$ cat src/include/ls_front_pkg.sv
// Shared constants and types for the load/store address front end
//
// Notes on behaviour
// Bus error with ready captures cycle address
// Read parity error with ready captures address
// Unsynchronised error cycles leave fault address undefined
// Fault address keeps bits 31..3 only
// After reset or trap, read re-arms capture
// Fault address register is read-only
// Concurrency config writable in supervisor only
// Both bits set selects internal unit
// Internal unit window accesses never reach memory; fetch, table walk and I/O window accesses still do
// Software keeps window base bit 12 clear
// Address sum wraps to 32 bits
// Big-endian select swaps bytes, supervisor writable
// Instruction fetches always little-endian
// Table walk accesses always little-endian
// Software flips bit 2 for entries
// Byte order also covers I/O accesses
// 128-bit and 64-bit alignment checks trap
// 32-bit and 16-bit alignment checks trap
// Reset clears translation enable; writes control it
// Four-Kbyte and four-Mbyte frames, size aligned
// Misaligned access starts no cycle, no capture
package ls_front_pkg;

  // ******************************
  // Register map
  // ******************************
  localparam logic [7:0] OFF_FAULT_ADDR = 8'h00;
  localparam logic [7:0] OFF_CONC_CFG = 8'h04;
  localparam logic [7:0] OFF_MODE_CTRL = 8'h08;
  localparam logic [7:0] OFF_STATUS = 8'h0c;

  // ******************************
  // Field positions and reset values
  // ******************************
  localparam int CFG_CO_BIT = 0;
  localparam int CFG_DO_BIT = 1;
  localparam int CFG_BASE_LSB = 13;
  localparam int CTRL_BE_BIT = 0;
  localparam int CTRL_ATE_BIT = 1;
  localparam int STAT_ARMED_BIT = 0;
  localparam int STAT_BUSY_BIT = 1;
  localparam int FAULT_LSB = 3;
  localparam int SMALL_PAGE_BITS = 12;
  localparam int LARGE_PAGE_BITS = 22;
  localparam logic [31:0] CFG_WMASK = 32'hffff_e003;
  localparam logic [31:0] CFG_RESET = 32'h0000_0000;
  localparam logic [31:0] FAULT_RESET = 32'h0000_0000;
  // Pins idle: ready and parity enable high (inactive), error low
  localparam logic [34:0] PIN_IDLE = {1'b1, 1'b0, 1'b1, 32'h0000_0000};

  // ******************************
  // Access types
  // ******************************
  typedef enum logic [2:0] {SZ_8, SZ_16, SZ_32, SZ_64, SZ_128} access_size_t;
  typedef enum logic [1:0] {KIND_DATA, KIND_FETCH, KIND_TABLE, KIND_IO} access_kind_t;

endpackage

$ cat src/core/ls_addr_front_end.sv
`timescale 1ns/1ps
// Load/store address front end: registers, address path and memory bus cycle
module ls_addr_front_end (
  // Clock and reset
  input wire logic pclk,
  input wire logic presetn,
  // APB slave
  input wire logic psel,
  input wire logic penable,
  input wire logic pwrite,
  input wire logic [7:0] paddr,
  input wire logic [31:0] pwdata,
  input wire logic [2:0] pprot,
  output logic [31:0] prdata,
  output logic pready,
  output logic pslverr,
  // Load/store requests
  input wire logic req_valid,
  input wire logic [31:0] req_base,
  input wire logic [31:0] req_offset,
  input wire ls_front_pkg::access_size_t req_size,
  input wire ls_front_pkg::access_kind_t req_kind,
  input wire logic req_write,
  input wire logic [31:0] req_wdata,
  input wire logic [31:0] req_frame_base,
  input wire logic req_large_page,
  output logic req_ready,
  output logic resp_valid,
  output logic [31:0] resp_rdata,
  output logic resp_fault,
  output logic align_trap,
  output logic bus_trap,
  // External memory bus
  output logic mem_req,
  output logic mem_write,
  output logic [31:0] mem_addr,
  output logic [31:0] mem_wdata,
  input wire logic [31:0] mem_rdata,
  input wire logic burst_ready_in_n,
  input wire logic bus_error_in,
  input wire logic parity_check_enable_n,
  // Internal concurrency unit
  output logic ccu_req,
  output logic ccu_write,
  output logic [31:0] ccu_addr,
  output logic [31:0] ccu_wdata,
  input wire logic ccu_ack,
  input wire logic [31:0] ccu_rdata,
  // Mode
  output logic translation_enable
);
  import ls_front_pkg::*;

  typedef enum logic [1:0] {ST_IDLE, ST_BUS, ST_CCU} state_t;

  // ******************************
  // Declarations
  // ******************************
  state_t state;
  logic [31:0] bus_fault_address;
  logic [31:0] concurrency_config;
  logic big_endian_select;
  logic fault_armed;
  logic [34:0] pin_meta;
  logic [34:0] pin_sync;
  logic sync_ready;
  logic sync_error;
  logic sync_parity;
  logic [31:0] sync_rdata;
  logic [31:0] eff_addr;
  logic [31:0] phys_addr;
  logic misaligned;
  logic internal_ccu;
  logic in_window;
  logic divert;
  logic accept;
  logic swap_ok;
  logic cur_swap;
  access_size_t cur_size;
  logic apb_done;
  logic apb_setup_done;
  logic fault_read;
  logic bus_fault_ev;
  logic [31:0] read_mux;

  // ******************************
  // Helpers
  // ******************************
  // Byte order for a 32-bit lane; wider items swap per word
  function automatic logic [31:0] order_bytes(input logic [31:0] d, input access_size_t sz,
                                             input logic flip);
    logic [31:0] r;
    r = d;
    if (flip && sz == SZ_16) begin
      r = {d[31:16], d[7:0], d[15:8]};
    end else if (flip && sz != SZ_8) begin
      r = {d[7:0], d[15:8], d[23:16], d[31:24]};
    end
    return r;
  endfunction

  // Access refused: unmapped, read-only write, or user write to privileged
  function automatic logic apb_err(input logic [7:0] a, input logic wr, input logic priv);
    logic e;
    e = 1'b1;
    if (a == OFF_FAULT_ADDR || a == OFF_STATUS) begin
      e = wr;
    end else if (a == OFF_CONC_CFG || a == OFF_MODE_CTRL) begin
      e = wr && !priv;
    end
    return e;
  endfunction

  // ******************************
  // Pin synchroniser
  // ******************************
  // Two stages on ready, error, parity enable and read data together
  always_ff @(posedge pclk or negedge presetn) begin
    if (!presetn) begin
      pin_meta <= PIN_IDLE;
      pin_sync <= PIN_IDLE;
    end else begin
      pin_meta <= {burst_ready_in_n, bus_error_in, parity_check_enable_n, mem_rdata};
      pin_sync <= pin_meta;
    end
  end

  assign sync_ready = !pin_sync[34];
  assign sync_error = pin_sync[33];
  assign sync_parity = !pin_sync[32];
  assign sync_rdata = pin_sync[31:0];

  // ******************************
  // Address path
  // ******************************
  // wrapping sum, carry out dropped
  assign eff_addr = req_base + req_offset;

  ls_align_check u_align (
    .size(req_size),
    .addr_low(eff_addr[3:0]),
    .misaligned(misaligned)
  );

  // Table walks already carry physical addresses
  ls_page_frame u_frame (
    .enable(translation_enable && req_kind != KIND_TABLE),
    .large_page(req_large_page),
    .virt_addr(eff_addr),
    .frame_base(req_frame_base),
    .phys_addr(phys_addr)
  );

  // only both bits set selects the internal unit
  assign internal_ccu = concurrency_config[CFG_CO_BIT] && concurrency_config[CFG_DO_BIT];
  // base bit 12 is held clear, so the window spans two pages
  assign in_window = eff_addr[31:CFG_BASE_LSB] == concurrency_config[31:CFG_BASE_LSB];
  assign divert = internal_ccu && in_window && req_kind == KIND_DATA;
  assign accept = req_valid && req_ready;
  // fetches and table walks never swap; I/O does
  assign swap_ok = big_endian_select && (req_kind == KIND_DATA || req_kind == KIND_IO);

  // ******************************
  // Access sequencer
  // ******************************
  // One access in flight; a new request is taken only from idle
  always_ff @(posedge pclk or negedge presetn) begin
    if (!presetn) begin
      state <= ST_IDLE;
      req_ready <= 1'b0;
      resp_valid <= 1'b0;
      resp_rdata <= 32'h0000_0000;
      resp_fault <= 1'b0;
      align_trap <= 1'b0;
      mem_req <= 1'b0;
      mem_write <= 1'b0;
      mem_addr <= 32'h0000_0000;
      mem_wdata <= 32'h0000_0000;
      ccu_req <= 1'b0;
      ccu_write <= 1'b0;
      ccu_addr <= 32'h0000_0000;
      ccu_wdata <= 32'h0000_0000;
      cur_size <= SZ_8;
      cur_swap <= 1'b0;
    end else begin
      resp_valid <= 1'b0;
      align_trap <= 1'b0;
      unique case (state)
        ST_IDLE: begin
          req_ready <= !sync_ready; // Stale ready must drain first
          if (accept) begin
            req_ready <= 1'b0;
            cur_size <= req_size;
            cur_swap <= swap_ok;
            if (misaligned) begin
              // trap without any cycle or capture
              align_trap <= 1'b1;
              resp_valid <= 1'b1;
              resp_fault <= 1'b1;
            end else if (divert) begin
              // window access goes to the internal unit
              ccu_req <= 1'b1;
              ccu_write <= req_write;
              ccu_addr <= eff_addr;
              ccu_wdata <= order_bytes(req_wdata, req_size, swap_ok);
              state <= ST_CCU;
            end else begin
              // most significant byte first when selected
              mem_req <= 1'b1;
              mem_write <= req_write;
              mem_addr <= phys_addr;
              mem_wdata <= order_bytes(req_wdata, req_size, swap_ok);
              state <= ST_BUS;
            end
          end
        end
        ST_BUS: begin
          if (sync_ready) begin
            mem_req <= 1'b0;
            resp_valid <= 1'b1;
            resp_rdata <= order_bytes(sync_rdata, cur_size, cur_swap);
            resp_fault <= sync_error || (sync_parity && !mem_write);
            state <= ST_IDLE;
          end
        end
        ST_CCU: begin
          if (ccu_ack) begin
            ccu_req <= 1'b0;
            resp_valid <= 1'b1;
            resp_rdata <= order_bytes(ccu_rdata, cur_size, cur_swap);
            resp_fault <= 1'b0;
            state <= ST_IDLE;
          end
        end
        default: state <= ST_IDLE;
      endcase
    end
  end

  // ******************************
  // Fault address capture
  // ******************************
  assign apb_done = psel && penable && pready;
  assign apb_setup_done = psel && penable && !pready;
  assign fault_read = apb_done && !pwrite && paddr == OFF_FAULT_ADDR;
  // error and read parity only count with ready
  assign bus_fault_ev = state == ST_BUS && sync_ready
                        && (sync_error || (sync_parity && !mem_write));

  // capture disarms; reading the register re-arms
  // An error in the reading cycle wins only while armed; while disarmed it is lost and the read re-arms
  always_ff @(posedge pclk or negedge presetn) begin
    if (!presetn) begin
      bus_fault_address <= FAULT_RESET;
      fault_armed <= 1'b0;
      bus_trap <= 1'b0;
    end else begin
      bus_trap <= 1'b0;
      // unqualified or unarmed errors ignored
      if (bus_fault_ev && fault_armed) begin
        // eight-byte granular address
        bus_fault_address <= {mem_addr[31:FAULT_LSB], {FAULT_LSB{1'b0}}};
        fault_armed <= 1'b0;
        bus_trap <= 1'b1;
      end else if (fault_read) begin
        fault_armed <= 1'b1;
      end
    end
  end

  // ******************************
  // Register writes
  // ******************************
  // privileged writes only; fault address never written
  always_ff @(posedge pclk or negedge presetn) begin
    if (!presetn) begin
      concurrency_config <= CFG_RESET;
      big_endian_select <= 1'b0;
      // translation off after reset
      translation_enable <= 1'b0;
    end else if (apb_done && pwrite && !apb_err(paddr, 1'b1, pprot[0])) begin
      if (paddr == OFF_CONC_CFG) begin
        concurrency_config <= pwdata & CFG_WMASK;
      end
      if (paddr == OFF_MODE_CTRL) begin
        big_endian_select <= pwdata[CTRL_BE_BIT];
        translation_enable <= pwdata[CTRL_ATE_BIT];
      end
    end
  end

  // ******************************
  // Register reads and APB answer
  // ******************************
  // Reserved bits read as zero
  always_comb begin
    read_mux = 32'h0000_0000;
    if (paddr == OFF_FAULT_ADDR) begin
      read_mux = bus_fault_address;
    end else if (paddr == OFF_CONC_CFG) begin
      read_mux = concurrency_config;
    end else if (paddr == OFF_MODE_CTRL) begin
      read_mux[CTRL_BE_BIT] = big_endian_select;
      read_mux[CTRL_ATE_BIT] = translation_enable;
    end else if (paddr == OFF_STATUS) begin
      read_mux[STAT_ARMED_BIT] = fault_armed;
      read_mux[STAT_BUSY_BIT] = state != ST_IDLE;
    end
  end

  // One wait cycle per transfer keeps data and error registered
  always_ff @(posedge pclk or negedge presetn) begin
    if (!presetn) begin
      pready <= 1'b0;
      pslverr <= 1'b0;
      prdata <= 32'h0000_0000;
    end else begin
      pready <= apb_setup_done;
      if (apb_setup_done) begin
        pslverr <= apb_err(paddr, pwrite, pprot[0]);
        prdata <= pwrite ? 32'h0000_0000 : read_mux;
      end else begin
        pslverr <= 1'b0;
      end
    end
  end
endmodule // ls_addr_front_end

$ cat src/core/ls_align_check.sv
`timescale 1ns/1ps
// Alignment check for one load/store access
module ls_align_check (
  // Access
  input wire ls_front_pkg::access_size_t size,
  input wire logic [3:0] addr_low,
  // Result
  output logic misaligned
);
  import ls_front_pkg::*;

  // Low address bits that must be zero for each item size
  always_comb begin
    misaligned = 1'b0;
    unique case (size)
      SZ_8: misaligned = 1'b0;
      // short and word alignment
      SZ_16: misaligned = addr_low[0];
      SZ_32: misaligned = |addr_low[1:0];
      // double and quad alignment
      SZ_64: misaligned = |addr_low[2:0];
      SZ_128: misaligned = |addr_low[3:0];
      default: misaligned = 1'b1;
    endcase
  end

endmodule // ls_align_check

$ cat src/core/ls_page_frame.sv
`timescale 1ns/1ps
// Physical address forming from a page frame of either size
module ls_page_frame (
  // Translation inputs
  input wire logic enable,
  input wire logic large_page,
  input wire logic [31:0] virt_addr,
  input wire logic [31:0] frame_base,
  // Result
  output logic [31:0] phys_addr
);
  import ls_front_pkg::*;

  // frame bits from base, offset from virtual address
  always_comb begin
    phys_addr = virt_addr;
    if (enable && large_page) begin
      phys_addr = {frame_base[31:LARGE_PAGE_BITS], virt_addr[LARGE_PAGE_BITS-1:0]};
    end else if (enable) begin
      phys_addr = {frame_base[31:SMALL_PAGE_BITS], virt_addr[SMALL_PAGE_BITS-1:0]};
    end
  end

endmodule // ls_page_frame

$ cat config.mk
export PLATFORM = sky130hd
export DESIGN_NAME = ls_addr_front_end
export DESIGN_NICKNAME = d
export VERILOG_FILES = /design/src/include/ls_front_pkg.sv /design/src/core/ls_addr_front_end.sv /design/src/core/ls_align_check.sv /design/src/core/ls_page_frame.sv
export SDC_FILE = /design/constraint.sdc
export NUM_CORES = 1
export LEC_CHECK = 0
export BUFFER_PORTS_ARGS = -buffer_cell sky130_fd_sc_hd__buf_2
export CAP_MARGIN = 15
export CORE_UTILIZATION = 48
export DETAILED_ROUTE_END_ITERATION = 6
export PLACE_DENSITY = 0.83
export SYNTH_ARGS = -nofsm -noshare
export SYNTH_HDL_FRONTEND = slang
export SYNTH_SLANG_ARGS = --single-unit
$ cat constraint.sdc
create_clock -name pclk -period 2.8 [get_ports pclk]
set_input_delay 0.14 -clock pclk [delete_from_list [all_inputs] [get_ports pclk]]
set_output_delay 0.14 -clock pclk [all_outputs]
set_load 0.01 [all_outputs]
==> results.tsv, run 1 <==
stage	metric	value	unit
status	status	complete, but fails checks	
status	failing checks	DRC, setup timing	
synth	mux cell area share after synthesis	0.202	
detailed_routing	DRT Pass-1 Iters	7	
pwr	leakage power	0.0117	uW
cells_and_area	area of the multi-input gates	7950	sq um
cells_and_area	most frequent cells in the layout	428 x buf_2, 327 x dfrtp_1, 206 x nand2_1	
placement	Port Buf Inserts	429	
flow_run	number of max-cap violations	0	
cts	CTS tree	done	
worst_setup_path	CP Class	input pin to flop	
worst_setup_path	CP max stage cell	a2111oi_2	
die	Die Height	187	um
detailed_routing	wire length per cell	23.0	um
sta	Hold Fails Final Rpt	0	
synth	Yosys warning count	0	
cells_and_area	Layout area overhead	41.7	%
pwr	Peak supply drop	0.531	mV
cts	clock root buffer	clkbuf_16	
sta	Tcrit/Tclk final	1.21	
synth	post-synthesis xor/xnor area fraction	0.0257	
detailed_routing	via count	14900	
die	DIE WIDTH	187	um
worst_setup_path	setup slack, reg-to-reg	-0.55	ns
detailed_routing	Final ANT Viol Nets	0	
detailed_routing	DRC	2	
sta	crit path time final	3.37	ns
sta	fmax	0.296	GHz
detailed_routing	vias per cell	5.78	
worst_setup_path	most frequent CP cell	buf_4	
min_path	critical hold path startpoint	req_wdata[16]	
cells_and_area	Fillers	2334	
global_routing	pin count of the biggest net entering global routing	94	
cells_and_area	share of cells above drive strength 1	0.476	
cells_and_area	sequential cell area	8290	sq um
min_path	hold endpoint	ccu_wdata[16]	
cts	CTS sink cnt	331	
synth	Synth Area in Adders	0.0264	
min_path	Worst Hold Path Cells	3	
detailed_routing	drt total wl	59400	um
sta	worst-margin pin slew	0.684	ns
pwr	Pwr Total	15100	uW
worst_setup_path	CP arrival	3.79	ns
detailed_routing	met1 WL	22600	um
synth	Post-synth top flop	dfrtp_1	
detailed_routing	Met3 Routed Length	4440	um
worst_setup_path	CP Cell Sequence	buf_2, ha_4, buf_4, o211ai_1, a21oi_4, nor2_2, o21ai_1, buf_4, a32oi_1, o2111ai_1, a2111oi_2, o2111ai_2, nor4_4, and3b_4, buf_4, buf_12, mux2_2	
worst_setup_path	reg2reg path depth	14	
sta	fin. max-slew vios	0	
die	die footprint	34900	sq um
detailed_routing	Max Used Layer	met5	
sta	Hold WS	0.0140	ns
synth	Async S/R FF share, synth	1.00	
synth	Netlist cell types	77	
global_routing	Total GRT Usage	0.333	
cts	Clock Latency Late Sink	0.54	ns
pwr	cell area power density	652	nW/um^2
worst_setup_path	worst stage delay on the critical path	0.44	ns
synth	main combinational cell family by area after synthesis	multiplexers	
die	core area	33500	sq um
worst_setup_path	crit path max fanout	17	
global_routing	initial antenna violation count	6	
global_routing	vias in the first global route	15700	
cells_and_area	most common library cell in the layout ignoring fill and taps	buf_2	
min_path	class of the worst hold path	input pin to flop	
die	initial core utilization	0.489	
sta	RSZ-0062 raised after global routing	true	
cells_and_area	Final #Nets	2387	
detailed_routing	metal2 WL	29100	um
placement	Setup WS pre-CTS	-1.16	ns
global_routing	grt ovf	0	
cts	CTS buffer count	36	
worst_setup_path	Worst setup EP type	flop	
worst_setup_path	Reg-to-Reg End	ccu_addr[29]	
cts	Clk pin slew, worst setup/hold paths	0.06	ns
sta	relative slew slack	0.543	
synth	Post-Syn Area per Cell	11.7	sq um
synth	post-synthesis register bit count	331	
sta	fin worst setup slack	-0.574	ns
placement	Final GP Congestion	0.948	
cts	CTS H-tree lvls	2	
worst_setup_path	Req. time, crit path	3.21	ns
cts	clk buf depth	3	
placement	dpl hpwl	40200	um
worst_setup_path	crit path launch	req_base[3]	
die	row count	67	
synth	number of synthesized flops with an enable pin	0	
die	# IOs	456	
synth	Syn Nets	1692	
sta	endpoints failing setup	134	
sta	Clock Skew	0.0142	ns
worst_setup_path	CP Launch Type	input pin	
worst_setup_path	RR Startpoint	concurrency_config[19]	
synth	sequential fraction of the synthesis area	0.506	
synth	Post-Synth Simple-Gate Area	0.101	
detailed_routing	initial DRC count	1169	
synth	Mapped Cells	1406	
synth	Syn Std Cell Area	16400	sq um
global_routing	first-pass GRT wire length	89400	um
synth	Synth Area in Compound Gates	0.105	
==> critical path: cells and delay by family <==
kind | cells | cell delay, ns
AOI/OAI and AO/OA | 7 | 1.56
muxes | 1 | 0.36
and+or+nand+nor | 3 | 0.70
adders and majority gates | 1 | 0.25
buffers and inverters | 5 | 0.76
==> area by class of cell <==
cell class                      count  area share
Timing Repair Buffer              733       0.215
Clock inverter                     18      0.0118
Antenna cell                        5    0.000539
Clock buffer                       45      0.0433
Inverter                           36     0.00582
Sequential cell                   331       0.357
Multi-Input combinational cell    963       0.342
Tap cell                          448      0.0241
==> power breakdown <==
group          leakage, uW  total, uW  switching (uW)  internal [uW]
logic              0.00679       3880            1950           1920
clock network     0.000638       5170            2050           3120
registers          0.00425       6070             545           5530
==> state kept, by name (all words and copies together), names as in the netlist, 2 cells and up <==
register	cells
ccu_addr	32
concurrency_config	21
cur_size	3
prdata	31
ccu_wdata	32
bus_fault_address	29
state	2
mem_wdata	32
pin_sync	35
resp_rdata	32
mem_addr	32
pin_meta	35
==> cells by family (layout without fill, tap and decap cells) <==
group                      Yosys count  after routing
other                                1              6
AOI/OAI and AO/OA                  255            255
muxes                              255            255
adders and majority gates           34             34
xor gates and xnor gates            44             44
buffers and inverters              112            832
and+or+nand+nor                    374            374
DFF                                331            331
==> stage by stage <==
stage                     TNS, ns  area (sq um)  utilization  instances
after global routing       -81.81         23200        0.692       2579
final                      -63.48         23200        0.692       2579
after detailed placement  -142.54         20500        0.610       2407
after floorplan            -47.42         16500            -       1406
after global placement    -149.00         20500        0.610       2407
after CTS                  -53.97         22900        0.683       2562
==> per-layer routing <==
| metal | vias up | track usage |
|---|---|---|
| met5 | - | 0 |
| met4 | 2 | 0.166 |
| met3 | 207 | 0.0594 |
| met2 | 841 | 0.566 |
| met1 | 7399 | 0.408 |
| li1 | 6453 | - |
==> timing repair <==
| item | CTS | global route |
|---|---|---|
| gates cloned | 4 | 6 |
| pin swaps | 0 | 2 |
| hold buffers | 83 | 0 |
| hold endpoints to repair | 158 | 0 |
| endpoints found under the setup margin | 134 | 134 |
| gates resized for setup | 50 | 26 |
| setup buffers | 5 | 6 |
==> worst max-delay path by stage <==
stage	slack [ns]	endpoint	cells past startpoint
2_1_floorplan	-0.44	ccu_addr[0]	17
3_3_place_gp	-1.20	ccu_wdata[1]	14
3_5_place_dp	-1.16	ccu_wdata[3]	15
4_1_cts	-0.47	ccu_wdata[4]	13
5_1_grt	-0.71	ccu_wdata[4]	15
6_report	-0.57	ccu_addr[29]	17
==> synthesized netlist by cell type, types with 7 or more instances <==
cell type	number	area [sq um]
nor2b_1	8	50.1
ha_1	33	413
nor2_1	66	248
mux2_4	30	450
nand2b_1	12	75.1
mux2_2	145	1630
nand3_1	15	75.1
o21a_1	9	67.6
mux4_2	32	721
o21ai_0	41	205
nand4_1	20	125
a22o_1	11	96.3
xnor2_1	24	210
a21oi_1	93	465
clkbuf_1	43	161
nor3b_1	7	52.6
dfrtp_1	327	8180
mux2i_1	21	210
a21o_1	9	67.6
nor3_1	16	80.1
mux2_1	27	304
a222oi_1	20	200
buf_2	16	80.1
o21ai_1	10	50.1
nand2_1	207	777
xor2_1	17	149
inv_1	36	135
Power figures use the tool's default switching activity.
==> inputs of run 2 (changes only) <==
Settings changed: CORE_UTILIZATION 48 to 49, CTS_BUF_LIST set to sky130_fd_sc_hd__clkbuf_4 sky130_fd_sc_hd__clkbuf_8, PLACE_DENSITY 0.83 to 0.85.
Clock period 2.8 ns to 2.86 ns, I/O delays scaled along.
==> run 2 against run 1 <==
The flow finishes with violations (setup timing). Register-to-register slack gained 0.09 ns. Utilization is 5.6 points higher. Final area grew 5.4%. Flip-flop and latch count unchanged. Sequential share of layout area decreased by 1.8 points. Count of clock-buffer cells in the layout up 39. Hold slack better by 0.030 ns. Total power fell by 3.7%. Critical path type unchanged. Largest cell class unchanged. Highest routed layer unchanged.
==> results.tsv, run 2 (synthesized netlist as in run 1, its figures left out) <==
stage	metric	value	unit
sta	RSZ-0062 raised after global routing	true	
global_routing	initial antenna violation count	4	
detailed_routing	wire length per cell	24.4	um
worst_setup_path	Worst setup EP type	flop	
sta	endpoints failing setup	134	
cells_and_area	top flop regs	pin_meta x35, pin_sync x35	
pwr	Peak supply drop	0.519	mV
status	failing checks	setup timing	
cells_and_area	most common library cell in the layout ignoring fill and taps	buf_2	
global_routing	vias in the first global route	16800	
detailed_routing	DRT Pass-1 Iters	7	
detailed_routing	via count	15900	
worst_setup_path	CP Cell Sequence	buf_2, ha_1, buf_4, nand4_1, nor3_2, nand2_1, o21ai_4, o31ai_1, xnor2_1, xnor2_1, nand4_1, nor4_2, buf_4, and3b_4, buf_12, buf_8, buf_12, mux2_2	
global_routing	Total GRT Usage	0.380	
cells_and_area	share of cells above drive strength 1	0.471	
pwr	Pwr Total	14600	uW
sta	fin. max-slew vios	0	
global_routing	first-pass GRT wire length	96900	um
die	core area	32700	sq um
sta	worst-margin pin slew	0.799	ns
cts	CTS buffer count	54	
min_path	class of the worst hold path	input pin to flop	
cts	CTS H-tree lvls	2	
sta	Tcrit/Tclk final	1.19	
cts	clock root buffer	clkbuf_8	
global_routing	pin count of the biggest net entering global routing	92	
cells_and_area	most frequent cells in the layout	428 x buf_2, 327 x dfrtp_1, 213 x buf_4	
die	# IOs	456	
worst_setup_path	CP arrival	3.93	ns
cts	CTS sink cnt	331	
cts	clk buf depth	3	
die	DIE WIDTH	185	um
cells_and_area	Util after Layout	0.748	
detailed_routing	DRC	0	
worst_setup_path	CP delay by family, top	simple AND/OR/NAND/NOR gates	
sta	fin worst setup slack	-0.544	ns
global_routing	grt ovf	0	
worst_setup_path	WP buf/inv	6	
detailed_routing	drt total wl	66400	um
worst_setup_path	setup slack, reg-to-reg	-0.46	ns
placement	dpl hpwl	41000	um
die	die footprint	34200	sq um
status	status	complete, but fails checks	
placement	Setup WS pre-CTS	-1.31	ns
detailed_routing	vias per cell	5.83	
die	row count	66	
sta	Clock Skew	0.0552	ns
flow_run	number of max-cap violations	0	
sta	Hold Fails Final Rpt	0	
sta	relative slew slack	0.467	
cells_and_area	Final #Nets	2522	
cells_and_area	Layout area overhead	49.3	%
placement	placed inst area	20600	sq um
sta	crit path time final	3.40	ns
die	initial core utilization	0.501	
worst_setup_path	CP Launch Type	input pin	
cells_and_area	Finished Cell Area	24500	sq um
detailed_routing	Final ANT Viol Nets	0	
worst_setup_path	Req. time, crit path	3.39	ns
placement	Final GP Congestion	0.995	
cts	Clk pin slew, worst setup/hold paths	0.07	ns
placement	Port Buf Inserts	429	
cts	CTS tree	done	
cts	Clock Latency Late Sink	0.66	ns
pwr	cell area power density	595	nW/um^2
sta	fmax	0.294	GHz
die	Die Height	185	um
worst_setup_path	CP max stage cell	ha_1	
pwr	leakage power	0.0122	uW
worst_setup_path	worst stage delay on the critical path	0.42	ns
worst_setup_path	CP Class	input pin to flop	
detailed_routing	initial DRC count	1577	
worst_setup_path	crit path max fanout	7	
-- run 2: final timing paths --
path                                   startpoint        endpoint  cells after the start
min reg2reg                          pin_meta[24]    pin_sync[24]                      0
max in group asynchronous                 presetn    ccu_wdata[3]                      3
min                                      paddr[2]       prdata[0]                      4
max                                  req_base[16]   ccu_wdata[20]                     18
min in group asynchronous                 presetn  resp_rdata[20]                      2
max reg2reg                concurrency_config[25]   ccu_wdata[20]                     16
-- run 2: final cells by class --
type	instances	area (sq um)
Antenna cell	6	15.0
Clock buffer	84	1090
Clock inverter	16	113
Fill cell	2035	8230
Inverter	36	139
Multi-Input combinational cell	963	8050
Sequential cell	331	8290
Tap cell	442	553
Timing Repair Buffer	850	6230
-- run 2: metrics by stage --
stage | cells | setup TNS [ns] | hold slack (ns)
CTS | 2710 | -59.03 | 0.00183
finish | 2728 | -62.68 | 0.0438
detailed placement | 2420 | -149.23 | 0.228
global route | 2725 | -76.72 | 0.0279
floorplan | 1406 | -39.79 | -0.153
global placement | 2420 | -141.27 | 0.217
-- run 2: what timing repair did --
item	4_1_cts	5_1_grt
resized for setup	54	48
pin swaps	5	2
hold buffers	170	1
hold endpoints to repair	255	1
gates cloned	7	7
setup endpoints to repair	134	134
buffers inserted	13	6
-- run 2: where the power goes --
group          switching [uW]  internal [uW]  leakage (uW)  total (uW)
sequential                555           5410       0.00425        5970
combinational            2010           1970       0.00733        3990
clock                    2160           2450      0.000633        4610
total                    4730           9830        0.0122       14600
-- run 2: layer usage --
metal  GRT usage  share of wire  vias up
met5           0        0.00012        -
met4       0.238          0.062        2
met3      0.0906          0.081      308
met2       0.622           0.49     1071
met1       0.451           0.37     7795
li1            -              -     6735
-- run 2: worst register-to-register path, stage by stage (launching register included) --
cell	delay, ns
dfrtp_1	0.43
xnor2_2	0.18
buf_4	0.15
nand2_2	0.05
nand4_1	0.11
nor4_2	0.32
o2111ai_1	0.17
a2111oi_2	0.25
buf_4	0.18
o2111ai_4	0.10
nor4_2	0.18
buf_4	0.15
and3b_4	0.23
buf_12	0.12
buf_8	0.11
buf_12	0.13
mux2_2	0.34
